### src/verilog/arsel_pkg.sv
// constants, types and field layout of the converter result and input select block
package arsel_pkg;
  // ==========================================
  // register offsets
  localparam logic [2:0] OFF_CTRL_A = 3'h0;
  localparam logic [2:0] OFF_CTRL_B = 3'h1;
  localparam logic [2:0] OFF_SELECT = 3'h2;
  localparam logic [2:0] OFF_RES_LO = 3'h3;
  localparam logic [2:0] OFF_RES_HI = 3'h4;
  // ==========================================
  // control/status a fields
  localparam int CA_ENABLE = 7;
  localparam int CA_START = 6;
  localparam int CA_DONE = 4;
  localparam int CA_DONE_MASK = 3;
  // ==========================================
  // control/status b fields
  localparam int CB_AMP_SHORT = 0;
  // ==========================================
  // reset values and select write mask
  localparam logic [7:0] RST_CTRL_A = 8'h00;
  localparam logic [7:0] RST_CTRL_B = 8'h00;
  localparam logic [7:0] RST_SELECT = 8'h00;
  localparam logic [9:0] RST_RESULT = 10'h000;
  localparam logic [7:0] SELECT_WMASK = 8'hef;
  // ==========================================
  // reference codes
  localparam logic [1:0] REF_EXTERNAL = 2'h0;
  localparam logic [1:0] REF_SUPPLY = 2'h1;
  localparam logic [1:0] REF_RESERVED = 2'h2;
  localparam logic [1:0] REF_INTERNAL = 2'h3;
  // ==========================================
  // channel codes
  localparam logic [3:0] CH_LAST_INPUT = 4'ha;
  localparam logic [3:0] CH_AMPLIFIER_ZERO_CHANNEL = 4'hb;
  localparam logic [3:0] CH_AMPLIFIER_ONE_CHANNEL = 4'hc;
  localparam logic [3:0] CH_RESERVED = 4'hd;
  localparam logic [3:0] CH_BANDGAP = 4'he;
  localparam logic [3:0] CH_GROUND = 4'hf;
  // ==========================================
  // types
  typedef struct packed {
    logic [1:0] ref_sel;
    logic result_left_align;
    logic unused_b4;
    logic [3:0] channel;
  } arsel_select_s;
  typedef enum logic [1:0] {
    ST_IDLE = 2'b01,
    ST_CONV = 2'b10
  } arsel_state_e;
endpackage

### src/verilog/arsel_top.sv
// converter control: registers, input selection, result coding and alignment
//
// Added by the designer: the address map and the strobed register port.
`timescale 1ns/1ns
`default_nettype none
module arsel_top (
  input wire logic clock,
  input wire logic rst_b,
  input wire logic [2:0] reg_addr,
  input wire logic [7:0] reg_wdata,
  input wire logic reg_wr,
  input wire logic reg_rd,
  output logic [7:0] reg_rdata,
  output logic irq,
  input wire logic core_done,
  input wire logic [9:0] core_code,
  output logic core_start,
  output logic core_enable,
  output logic [1:0] active_ref_sel,
  output logic [3:0] active_channel,
  output logic active_differential,
  output logic ref_external_on,
  output logic ref_supply_on,
  output logic ref_internal_on,
  output logic amp_short_on
);

  // ==========================================
  // state
  arsel_pkg::arsel_state_e state_ff, nxt_state;
  logic enable_ff, nxt_enable;
  logic start_ff, nxt_start;
  logic done_ff, nxt_done;
  logic mask_ff, nxt_mask;
  logic amp_short_ff, nxt_amp_short;
  arsel_pkg::arsel_select_s select_ff, nxt_select;
  arsel_pkg::arsel_select_s active_ff, nxt_active;
  logic [9:0] result_ff, nxt_result;
  logic start_pulse_ff, nxt_start_pulse;
  logic [7:0] rdata_ff, nxt_rdata;

  // ==========================================
  // decoding
  function automatic logic is_diff(input logic [3:0] ch);
    is_diff = (ch == arsel_pkg::CH_AMPLIFIER_ZERO_CHANNEL) || (ch == arsel_pkg::CH_AMPLIFIER_ONE_CHANNEL);
  endfunction

  logic wr_a;
  logic wr_b;
  logic wr_sel;
  logic [7:0] res_lo;
  logic [7:0] res_hi;
  logic [9:0] coded;

  assign wr_a = reg_wr && (reg_addr == arsel_pkg::OFF_CTRL_A);
  assign wr_b = reg_wr && (reg_addr == arsel_pkg::OFF_CTRL_B);
  assign wr_sel = reg_wr && (reg_addr == arsel_pkg::OFF_SELECT);

  // result coding per active channel kind
  always_comb begin
    if (is_diff(active_ff.channel)) begin
      coded = {~core_code[9], core_code[8:0]};
    end else begin
      coded = core_code;
    end
  end

  // byte layout follows the live alignment bit
  always_comb begin
    if (select_ff.result_left_align) begin
      res_hi = result_ff[9:2];
      res_lo = {result_ff[1:0], 6'h00};
    end else begin
      res_hi = {6'h00, result_ff[9:8]};
      res_lo = result_ff[7:0];
    end
  end

  // ==========================================
  // register file and sequencing
  always_comb begin
    nxt_state = state_ff;
    nxt_enable = enable_ff;
    nxt_start = start_ff;
    nxt_done = done_ff;
    nxt_mask = mask_ff;
    nxt_amp_short = amp_short_ff;
    nxt_select = select_ff;
    nxt_active = active_ff;
    nxt_result = result_ff;
    nxt_start_pulse = 1'b0;
    if (wr_a) begin
      nxt_enable = reg_wdata[arsel_pkg::CA_ENABLE];
      nxt_mask = reg_wdata[arsel_pkg::CA_DONE_MASK];
      if (reg_wdata[arsel_pkg::CA_START]) begin
        nxt_start = 1'b1;
      end
      if (reg_wdata[arsel_pkg::CA_DONE]) begin
        nxt_done = 1'b0;
      end
    end
    if (wr_b) begin
      nxt_amp_short = reg_wdata[arsel_pkg::CB_AMP_SHORT];
    end
    if (wr_sel) begin
      nxt_select = reg_wdata & arsel_pkg::SELECT_WMASK;
    end
    unique case (state_ff)
      arsel_pkg::ST_IDLE: begin
        nxt_active = nxt_select;
        if (nxt_start && nxt_enable) begin
          nxt_state = arsel_pkg::ST_CONV;
          nxt_start_pulse = 1'b1;
        end else begin
          nxt_start = 1'b0;
        end
      end
      arsel_pkg::ST_CONV: begin
        if (core_done) begin
          nxt_result = coded;
          nxt_done = 1'b1;
          nxt_start = 1'b0;
          nxt_active = nxt_select;
          nxt_state = arsel_pkg::ST_IDLE;
        end
      end
    endcase
    if (nxt_state == arsel_pkg::ST_IDLE) begin
      nxt_active.unused_b4 = 1'b0;
    end
  end

  always_ff @(posedge clock or negedge rst_b) begin
    if (!rst_b) begin
      state_ff <= arsel_pkg::ST_IDLE;
      enable_ff <= arsel_pkg::RST_CTRL_A[arsel_pkg::CA_ENABLE];
      start_ff <= arsel_pkg::RST_CTRL_A[arsel_pkg::CA_START];
      done_ff <= arsel_pkg::RST_CTRL_A[arsel_pkg::CA_DONE];
      mask_ff <= arsel_pkg::RST_CTRL_A[arsel_pkg::CA_DONE_MASK];
      amp_short_ff <= arsel_pkg::RST_CTRL_B[arsel_pkg::CB_AMP_SHORT];
      select_ff <= arsel_pkg::RST_SELECT;
      active_ff <= arsel_pkg::RST_SELECT;
      result_ff <= arsel_pkg::RST_RESULT;
      start_pulse_ff <= 1'b0;
    end else begin
      state_ff <= nxt_state;
      enable_ff <= nxt_enable;
      start_ff <= nxt_start;
      done_ff <= nxt_done;
      mask_ff <= nxt_mask;
      amp_short_ff <= nxt_amp_short;
      select_ff <= nxt_select;
      active_ff <= nxt_active;
      result_ff <= nxt_result;
      start_pulse_ff <= nxt_start_pulse;
    end
  end

  // ==========================================
  // read port
  always_comb begin
    nxt_rdata = rdata_ff;
    if (reg_rd) begin
      unique case (reg_addr)
        arsel_pkg::OFF_CTRL_A: begin
          nxt_rdata = {enable_ff, start_ff, 1'b0, done_ff, mask_ff, 3'h0};
        end
        arsel_pkg::OFF_CTRL_B: begin
          nxt_rdata = {7'h00, amp_short_ff};
        end
        arsel_pkg::OFF_SELECT: begin
          nxt_rdata = select_ff;
        end
        arsel_pkg::OFF_RES_LO: begin
          nxt_rdata = res_lo;
        end
        arsel_pkg::OFF_RES_HI: begin
          nxt_rdata = res_hi;
        end
        default: begin
          nxt_rdata = 8'h00;
        end
      endcase
    end else begin
      nxt_rdata = 8'h00;
    end
  end

  always_ff @(posedge clock or negedge rst_b) begin
    if (!rst_b) begin
      rdata_ff <= 8'h00;
    end else begin
      rdata_ff <= nxt_rdata;
    end
  end

  // ==========================================
  // outputs
  assign reg_rdata = rdata_ff;
  assign irq = done_ff && mask_ff;
  assign core_start = start_pulse_ff;
  assign core_enable = enable_ff || (state_ff == arsel_pkg::ST_CONV);
  assign active_ref_sel = active_ff.ref_sel;
  assign active_channel = active_ff.channel;
  assign active_differential = is_diff(active_ff.channel);
  assign ref_external_on = (active_ff.ref_sel == arsel_pkg::REF_EXTERNAL);
  assign ref_supply_on = (active_ff.ref_sel == arsel_pkg::REF_SUPPLY);
  assign ref_internal_on = (active_ff.ref_sel == arsel_pkg::REF_INTERNAL) && core_enable;
  assign amp_short_on = amp_short_ff && is_diff(active_ff.channel);

endmodule
`default_nettype wire

### config.mk
export PLATFORM = sky130hd
export DESIGN_NAME = arsel_top
export DESIGN_NICKNAME = d
export VERILOG_FILES = /design/src/verilog/arsel_pkg.sv /design/src/verilog/arsel_top.sv
export SDC_FILE = /design/constraint.sdc
export NUM_CORES = 1
export LEC_CHECK = 0
export ABC_AREA = 1
export BUFFER_PORTS_ARGS = -buffer_cell sky130_fd_sc_hd__buf_4
export CAP_MARGIN = 20
export CELL_PAD_IN_SITES_DETAIL_PLACEMENT = 1
export CELL_PAD_IN_SITES_GLOBAL_PLACEMENT = 1
export CORE_MARGIN = 8
export CORE_UTILIZATION = 33
export CTS_BUF_LIST = sky130_fd_sc_hd__clkbuf_4 sky130_fd_sc_hd__clkbuf_8 sky130_fd_sc_hd__clkbuf_16
export DETAILED_ROUTE_END_ITERATION = 16
export PLACE_DENSITY_LB_ADDON = 0.1
export SLEW_MARGIN = 20
export SYNTH_ARGS = -nofsm -noshare
export SYNTH_HDL_FRONTEND = slang
export SYNTH_SLANG_ARGS = --single-unit
### constraint.sdc
create_clock -name clock -period 2.2 [get_ports clock]
set_input_delay 0.22 -clock clock [delete_from_list [all_inputs] [get_ports clock]]
set_output_delay 0.22 -clock clock [all_outputs]
set_load 0.02 [all_outputs]
==> After elaboration in Yosys (flattened, before gate mapping) <==
Cells that the tools add are included.
{ "word_totals": {"ff_bits": 40, "latchBits": 0, "mem_bits_rw": 0, "romBits": 0, "word_cells": 64, "mem_count": 0} }
{ "classes": {"n_addsub": 0, "mul": 0, "div": 0, "order_cmp": 0, "n_eq_ne": 12, "shifts": 0, "mux": 23, "bitwise": 1, "n_reduce_logical": 13} }
{ "op_table": {"columns": ["operator", "n"], "rows": [
  ["two-way mux 8 bit", 5],
  ["one-hot mux 8 bit (5 select lines)", 1],
  ["one-hot mux 8 bit (2 select lines)", 1],
  ["two-way mux 1 bit", 11],
  ["two-way mux 10 bit", 1],
  ["== test 4 bit (second input constant)", 2],
  ["logical AND 1 bit", 7],
  ["== test 3 x 2 -> 1 bit (second input constant)", 2],
  ["== test 2 x 1 -> 1 bit (second input constant)", 2],
  ["== test 2 bit (second input constant)", 2],
  ["two-way mux 2 bit", 2],
  ["!= test 2 bit (second input constant)", 2],
  ["one-hot mux 2 bit (2 select lines)", 1],
  ["AND reduction 2 bit", 2],
  ["== test 3 x 1 -> 1 bit (second input constant)", 1],
  ["== test 3 bit (second input constant)", 1],
  ["logical NOT 3 bit", 1],
  ["logical NOT 2 bit", 1],
  ["logical OR 1 bit", 2],
  ["one-hot mux 1 bit (2 select lines)", 1],
  ["NOT 1 bit", 1]
]} }

==> Depth between registers and ports, before layout <==
Gate-level depths: netlist (run 1).
{ "depth": {"depth_word": 6, "mapped_depth": 9, "depth_no_buf": 8} }

==> Least setup slack after synthesis (run 1) <==
OpenSTA, ideal clock, no wires.
{ "synth_timing": {"kind": "flip-flop to output port", "from": "reg active_ff (netlist bit active_channel[1])", "to": "out amp_short_on", "arrival_time_ns": 1.195, "t_required_ns": 1.980, "setup_slack_ns": 0.785, "stages_incl_launch_ff": 4, "path_buffers": 0, "path_cell_list": "dfrtp_1 > nor2_1 > nand3_1 > a21boi_0"} }
{ "synth_between": {"elab_chain_len": 3} }
{ "synth_rtl": {"columns": ["item", "line", "text"], "rows": [
  ["from (decl)", "arsel_top.sv:37", "arsel_pkg::arsel_select_s active_ff, nxt_active;"],
  ["from (signal assigned)", "arsel_top.sv:142", "active_ff <= arsel_pkg::RST_SELECT;"],
  ["from (signal assigned)", "arsel_top.sv:153", "active_ff <= nxt_active;"],
  ["== test 4 bit", "arsel_top.sv:45", "is_diff = (ch == arsel_pkg::CH_AMPLIFIER_ZERO_CHANNEL) || (ch == arsel_pkg::CH_AMPLIFIER_ONE_CHANNEL);"],
  ["logical OR 1 bit (*)", "arsel_top.sv:45", null],
  ["logical AND 1 bit (*)", "arsel_top.sv:209", "assign amp_short_on = amp_short_ff && is_diff(active_ff.channel);"],
  ["to (decl)", "arsel_top.sv:25", "output logic amp_short_on"]
]} }
Every way passes the cells marked *; elsewhere a longest branch is shown, timed or not.

==> Worst setup path in the final report (run 1) <==
{ "layout_timing": {"from": "reg state_ff[0]", "to": "out core_enable"} }
{ "layout_between": {"elab_chain_len": 2} }
{ "layout_rtl": {"columns": ["item", "line", "text"], "rows": [
  ["from (decl)", "arsel_top.sv:30", "arsel_pkg::arsel_state_e state_ff, nxt_state;"],
  ["from (signal assigned)", "arsel_top.sv:135", "state_ff <= arsel_pkg::ST_IDLE;"],
  ["from (signal assigned)", "arsel_top.sv:146", "state_ff <= nxt_state;"],
  ["== test 2 bit", "arsel_top.sv:202", "assign core_enable = enable_ff || (state_ff == arsel_pkg::ST_CONV);"],
  ["logical OR 1 bit", "arsel_top.sv:202", null],
  ["to (decl)", "arsel_top.sv:18", "output logic core_enable,"]
]} }
No other way between the ends.

==> reports/metrics.csv, run 1 <==
stage;metric;value;unit
global_route;aggregate global routing overflow;0;
synthesis;Cells after Synth;254;
sta;Final Hold Fails;0;
placement;Place WS;748;ps
drt;drt pass-1 iters;4;
finish;Syn-to-layout area delta;28.2;%
finish;final-stage net count;332;
cts;root buf cell;clkbuf_8;
global_route;vias in the first global route;1867;
drt;Iter 0 DRT Violations;34;
worst_setup_path;critical path startpoint;state_ff[0];
worst_setup_path;Req. time, crit path;1980;ps
cts;Post-CTS Hold Buffers;1;
run_status;status;completed;
floorplan;num ports;48;
drt;WL/cell;14.0;um
cts;Post-CTS Setup Repair Bufs;0;
placement;GPL Wtd Cong;0.804;
placement;IO buf count;47;
cts;CTS tree;done;
drt;Vias;1732;
drt;drt drc;0;
sta;Final Max Slew Viols;0;
floorplan;Die H;91.9;um
hold_path;HP Class;in2reg;
cts;# resized after CTS;0;
floorplan;total core area;5540;um^2
global_route;largest net degree at the start of global routing;40;
drt;drt total wl;5290;um
worst_setup_path;Critical Path End Type;output pin;
synthesis;register bit count reported by yosys;39;
worst_setup_path;R2R Setup Slk;770;ps
drt;vias per cell;4.57;
finish;Final Cell Area;2440;um^2
worst_setup_path;Worst R2R Path Depth;7;
worst_setup_path;Worst R2R Start;state_ff[0];
run;Max Cap Viol;0;
synthesis;proportion of synthesized chip area in sequential cells;51.4;%
worst_setup_path;CP max FO;3;
worst_setup_path;Critical Path Sink;core_enable;
finish;layout cell share with drive strength beyond 1;20.5;%
cts;CTS max path bufs;2;
sta;final setup TNS;0;ps
finish;ANT cells;0;
power_and_ir_drop;PwrDens;1070;nW/um^2
hold_path;hold-critical path depth;3;
cts;clock slew at reported path FFs;70;ps
floorplan;die area;8450;um^2
global_route;initial antenna violation count;0;
floorplan;row cnt;27;
finish;fillers;704;
floorplan;initial core utilization;34.3;%
placement;HPWL after DPL;4240;um
synthesis;Post-Syn Area;1900;um^2
worst_setup_path;critical path data arrival time;1350;ps
worst_setup_path;Crit Path Category;reg2out;
global_route;Tot GR Track Use;13.4;%
cts;clock sinks;39;
sta;unrepaired setup endpoints after global routing;false;
sta;fin worst setup slack;627;ps
sta;final worst path period need;1570;ps
sta;Rel. slew slack;66.5;%
cts;cts bufs inserted;5;
sta;final setup fails;0;
sta;Worst-Margin Slew;502;ps
cts;htree depth;2;
placement;Post-DP Area;2320;um^2
worst_setup_path;Critical Path Source Type;register;
synthesis;syn_area_per_cell;7.49;um^2
cts;clk_lat worst skew;290;ps
synthesis;Synth Net Count;280;
global_route;first-pass GRT wire length;9110;um
synthesis;Ys Warns;0;
drt;DRT antenna net count;0;
synthesis;Synth cell types;23;
power_and_ir_drop;worst IR drop on VDD;0.000447;V
sta;worst clock skew;7.73;ps
sta;fmax;0.636;GHz
floorplan;Chip Width;91.9;um
worst_setup_path;reg-to-reg critical path endpoint;result_ff[9];
power_and_ir_drop;LEAKAGE;1.36;nW
sta;final period utilization;71.5;%
-- per-layer routing --
layer | vias to the layer above | routed length (um) | GRT usage [%]
met3 | 7 | 252 | 3.99
met5 | - | 0 | 0
li1 | 882 | - | -
met4 | 0 | 61 | 4.43
met1 | 811 | 2560 | 17.4
met2 | 32 | 2410 | 20.7
-- power by group --
group,total (mW),switching (mW),internal [mW]
Combinational,0.954,0.582,0.372
Sequential,1.11,0.174,0.933
Clock,0.542,0.244,0.299
-- registers in the layout (all words and copies together) (netlist names) --
signal,flops
select_ff,7
enable_ff,1
mask_ff,1
active_channel,4
amp_short_ff,1
result_ff,10
core_start,1
done_ff,1
start_ff,1
reg_rdata,8
active_ref_sel,2
state_ff,2
-- cells in the mapped netlist --
| cell | number | area, um^2 |
|---|---|---|
| buf_2 | 1 | 5.00 |
| dfstp_2 | 1 | 26.3 |
| nand3_2 | 1 | 10.0 |
| nor2_2 | 2 | 12.5 |
| a31oi_1 | 1 | 6.26 |
| nor2_1 | 22 | 82.6 |
| inv_1 | 35 | 131 |
| a21oi_1 | 1 | 5.00 |
| nand4_1 | 3 | 18.8 |
| nand3_1 | 20 | 100 |
| o21ai_0 | 9 | 45.0 |
| nand3b_1 | 1 | 7.51 |
| nand2_4 | 1 | 11.3 |
| buf_6 | 1 | 11.3 |
| buf_4 | 2 | 15.0 |
| o21a_1 | 6 | 45.0 |
| nand2_1 | 104 | 390 |
| clkbuf_1 | 1 | 3.75 |
| inv_2 | 1 | 3.75 |
| o211ai_1 | 1 | 7.51 |
| dfrtp_1 | 38 | 951 |
| a21boi_0 | 1 | 7.51 |
| nor3_1 | 1 | 5.00 |
-- logic make-up (layout without fill, tap and decap cells) --
family          Yosys count  count (layout)  share of synthesized area, %
compound gates           19              19                          6.12
buf+inv                  41              94                          8.95
flops                    39              39                          51.4
simple gates            155             155                          33.6
-- placed cells by master (no fill, tap or decap), types with 3 or more instances in the layout --
cell and n:
buf_4 49, nand3_1 20, o21ai_0 9, o21a_1 6, nor2_1 22, inv_1 35, dfrtp_1 38, nand4_1 3
nand2_1 104, clkbuf_8 7
-- metrics by stage --
step / util [%] / total power, mW / hold WS, ps / instances
floorplan: - / 1.67 / -75.6 / 254
global placement: 42.0 / 2.08 / 231 / 370
detailed placement: 42.0 / 2.10 / 232 / 370
CTS: 44.0 / 2.66 / 121 / 379
global route: 44.0 / 2.82 / 134 / 379
finish: 44.0 / 2.60 / 133 / 379
-- worst max-delay path: stages (launching register included) --
cell and delay, ps:
dfstp_2 520, inv_1 40, nand2_1 100, inv_1 70, nor2_1 130, inv_1 60, buf_4 150
-- layout make-up --
cell class	count	area [um^2]	share of cell area, %
well taps	72	90.1	3.69
clock buffers	8	104	4.26
repair buffers	50	378	15.5
flip-flops and latches	39	977	40.1
multi-input cells	174	754	30.9
inverters	36	135	5.54
-- worst min path at each step --
stage            startpoint           endpoint  slack [ps]
5_1_grt        core_code[0]       result_ff[0]         130
6_report       core_code[6]       result_ff[6]         130
2_1_floorplan         rst_b  active_channel[0]         -80
3_5_place_dp          rst_b       reg_rdata[4]         230
4_1_cts        core_code[5]       result_ff[5]         120
3_3_place_gp          rst_b       result_ff[6]         230
Power figures use the tool's default switching activity.
==> run 2, diff against run 1 <==
==> constraint.sdc (replaced) <==
create_clock -name clock -period 1.6 [get_ports clock]
set_input_delay 0.16 -clock clock [delete_from_list [all_inputs] [get_ports clock]]
set_output_delay 0.16 -clock clock [all_outputs]
set_load 0.02 [all_outputs]
==> run 2 against run 1 <==
Clock power grew 40%. Final area up 0.72%. Highest routed layer unchanged. Sequential power is 36% higher. Largest cell class unchanged. Non-clock buffer count grew 1. Largest power group unchanged. Critical path type unchanged. Total power rose by 39%.
==> reports/metrics.csv, run 2 (synthesis gave the netlist of run 1 again) <==
stage;metric;value;unit
run_status;status;completed;
placement;GPL Wtd Cong;0.767;
floorplan;row cnt;27;
power_and_ir_drop;clock power share;20.9;%
sta;Rel. slew slack;66.1;%
power_and_ir_drop;sequential power share;41.8;%
drt;Iter 0 DRT Violations;46;
power_and_ir_drop;LEAKAGE;1.36;nW
floorplan;die area;8450;um^2
power_and_ir_drop;power after layout;3.62;mW
worst_setup_path;Worst R2R Start;select_ff[5];
global_route;first-pass GRT wire length;9340;um
worst_setup_path;CP max FO;3;
finish;commonest non-fill, non-tap cells in the layout;nand2_1, buf_4, dfrtp_1, inv_1, nand3_1;
cts;Post-CTS Setup Repair Bufs;0;
floorplan;total core area;5540;um^2
finish;final-stage net count;333;
cts;cts bufs inserted;5;
placement;IO buf count;47;
worst_setup_path;Buf/Inv on CP;3;
sta;final hold slack;69.8;ps
global_route;vias in the first global route;1899;
cts;htree depth;2;
cts;CTS tree;done;
floorplan;initial core utilization;34.3;%
finish;commonest non-fill, non-tap cell in the layout;nand2_1;
placement;HPWL after DPL;4210;um
floorplan;num ports;48;
global_route;initial antenna violation count;0;
sta;Final Max Slew Viols;0;
drt;drt drc;0;
global_route;Tot GR Track Use;13.5;%
run;Max Cap Viol;0;
cts;clock sinks;39;
sta;final setup fails;0;
sta;unrepaired setup endpoints after global routing;false;
sta;final setup TNS;0;ps
worst_setup_path;Critical Path End Type;output pin;
worst_setup_path;Critical Path Source Type;register;
finish;post-route insts no fill;380;
sta;worst clock skew;3.80;ps
drt;WL/cell;14.1;um
drt;DRT antenna net count;0;
cts;CTS max path bufs;2;
finish;Top reg by flops;result_ff;
sta;fmax;0.674;GHz
worst_setup_path;Most Frequent Cell on Critical Path;inv_1;
worst_setup_path;critical path startpoint;state_ff[0];
hold_path;HP Class;in2reg;
finish;ANT cells;0;
worst_setup_path;slowest cell on the critical path;dfstp_2;
power_and_ir_drop;Psw;1.40;mW
worst_setup_path;critical path data arrival time;1320;ps
placement;dpl cells;371;
cts;clk_lat worst skew;290;ps
sta;final period utilization;92.8;%
power_and_ir_drop;worst IR drop on VDD;0.000661;V
sta;Worst-Margin Slew;508;ps
drt;drt pass-1 iters;5;
drt;vias per cell;4.64;
global_route;largest net degree at the start of global routing;40;
hold_path;min-delay src;core_code[5];
global_route;aggregate global routing overflow;0;
worst_setup_path;Crit Path Category;reg2out;
drt;Vias;1762;
finish;fillers;716;
sta;final worst path period need;1480;ps
finish;Syn-to-layout area delta;29.1;%
cts;clock slew at reported path FFs;80;ps
floorplan;Chip Width;91.9;um
floorplan;Die H;91.9;um
worst_setup_path;CP cell instances;inv_1, nand2_2, inv_1, nor2_2, nor2_1, buf_4;
sta;Final Hold Fails;0;
worst_setup_path;Max stage delay on crit path;520;ps
cts;root buf cell;clkbuf_8;
power_and_ir_drop;PwrDens;1470;nW/um^2
worst_setup_path;crit-path leading delay family;flip-flops;
finish;layout cell share with drive strength beyond 1;22.1;%
power_and_ir_drop;internal power;2.22;mW
power_and_ir_drop;switching fraction of total power;38.8;%
finish;max FFs per register;10;
placement;Post-DP Area;2330;um^2
drt;drt total wl;5370;um
finish;Final Cell Area;2460;um^2
power_and_ir_drop;combinational share of power;37.2;%
worst_setup_path;Req. time, crit path;1440;ps
[run 2: worst paths after layout]
kind,endpoint,slack [ps],depth (start not counted)
worst max-delay path,ref_internal_on,120,6
worst min-delay path,result_ff[5],70,3
worst max register to register,reg_rdata[1],320,6
worst min register to register,result_ff[1],520,2
max in group asynchronous,state_ff[0],860,2
min in group asynchronous,reg_rdata[4],380,2
[run 2: worst reg2reg max path: stages, from the launching register on]
cell and delay, ps:
dfrtp_1 380, inv_1 300, o21ai_0 170, nand2_1 80, o211ai_1 120, nand2_1 90, inv_1 40
[run 2: final cells by class]
type / instances / area (um^2) / area share (%)
repair buffers: 51 / 385 / 15.7
flip-flops and latches: 39 / 977 / 39.8
multi-input cells: 174 / 764 / 31.1
inverters: 36 / 135 / 5.50
well taps: 72 / 90.1 / 3.67
clock buffers: 8 / 104 / 4.23
[run 2: what timing repair did]
| item | 4_1_cts | 5_1_grt |
|---|---|---|
| setup endpoints to repair | 0 | 15 |
| endpoints found under the hold margin | 38 | 0 |
| resized for setup | 0 | 5 |
| hold buffers | 1 | 0 |
[run 2: per-stage QoR]
stage	setup slack, ps	util, %
after floorplan	245	-
after global placement	146	42.1
after detailed placement	135	42.1
after CTS	60.6	44.2
after global routing	20.5	44.3
final	115	44.3
[run 2: power by group through the flow]
stage / Sequential [mW] / Clock (mW) / Combinational (mW)
4_1_cts: 1.51 / 0.786 / 1.37
3_5_place_dp: 1.53 / 0 / 1.36
2_1_floorplan: 1.58 / 0 / 0.710
6_report: 1.51 / 0.757 / 1.35
5_1_grt: 1.56 / 0.824 / 1.53
3_3_place_gp: 1.53 / 0 / 1.33
[run 2: layer usage]
layer  track usage (%)  share of wire (%)  wire length (um)  vias up
li1                  -                  -                 -      883
met3              3.75                4.0               215        5
met2              21.6                 47              2520       31
met4              3.62               0.99                53        0
met1              17.5                 48              2580      843
met5                 0                  0                 0        -
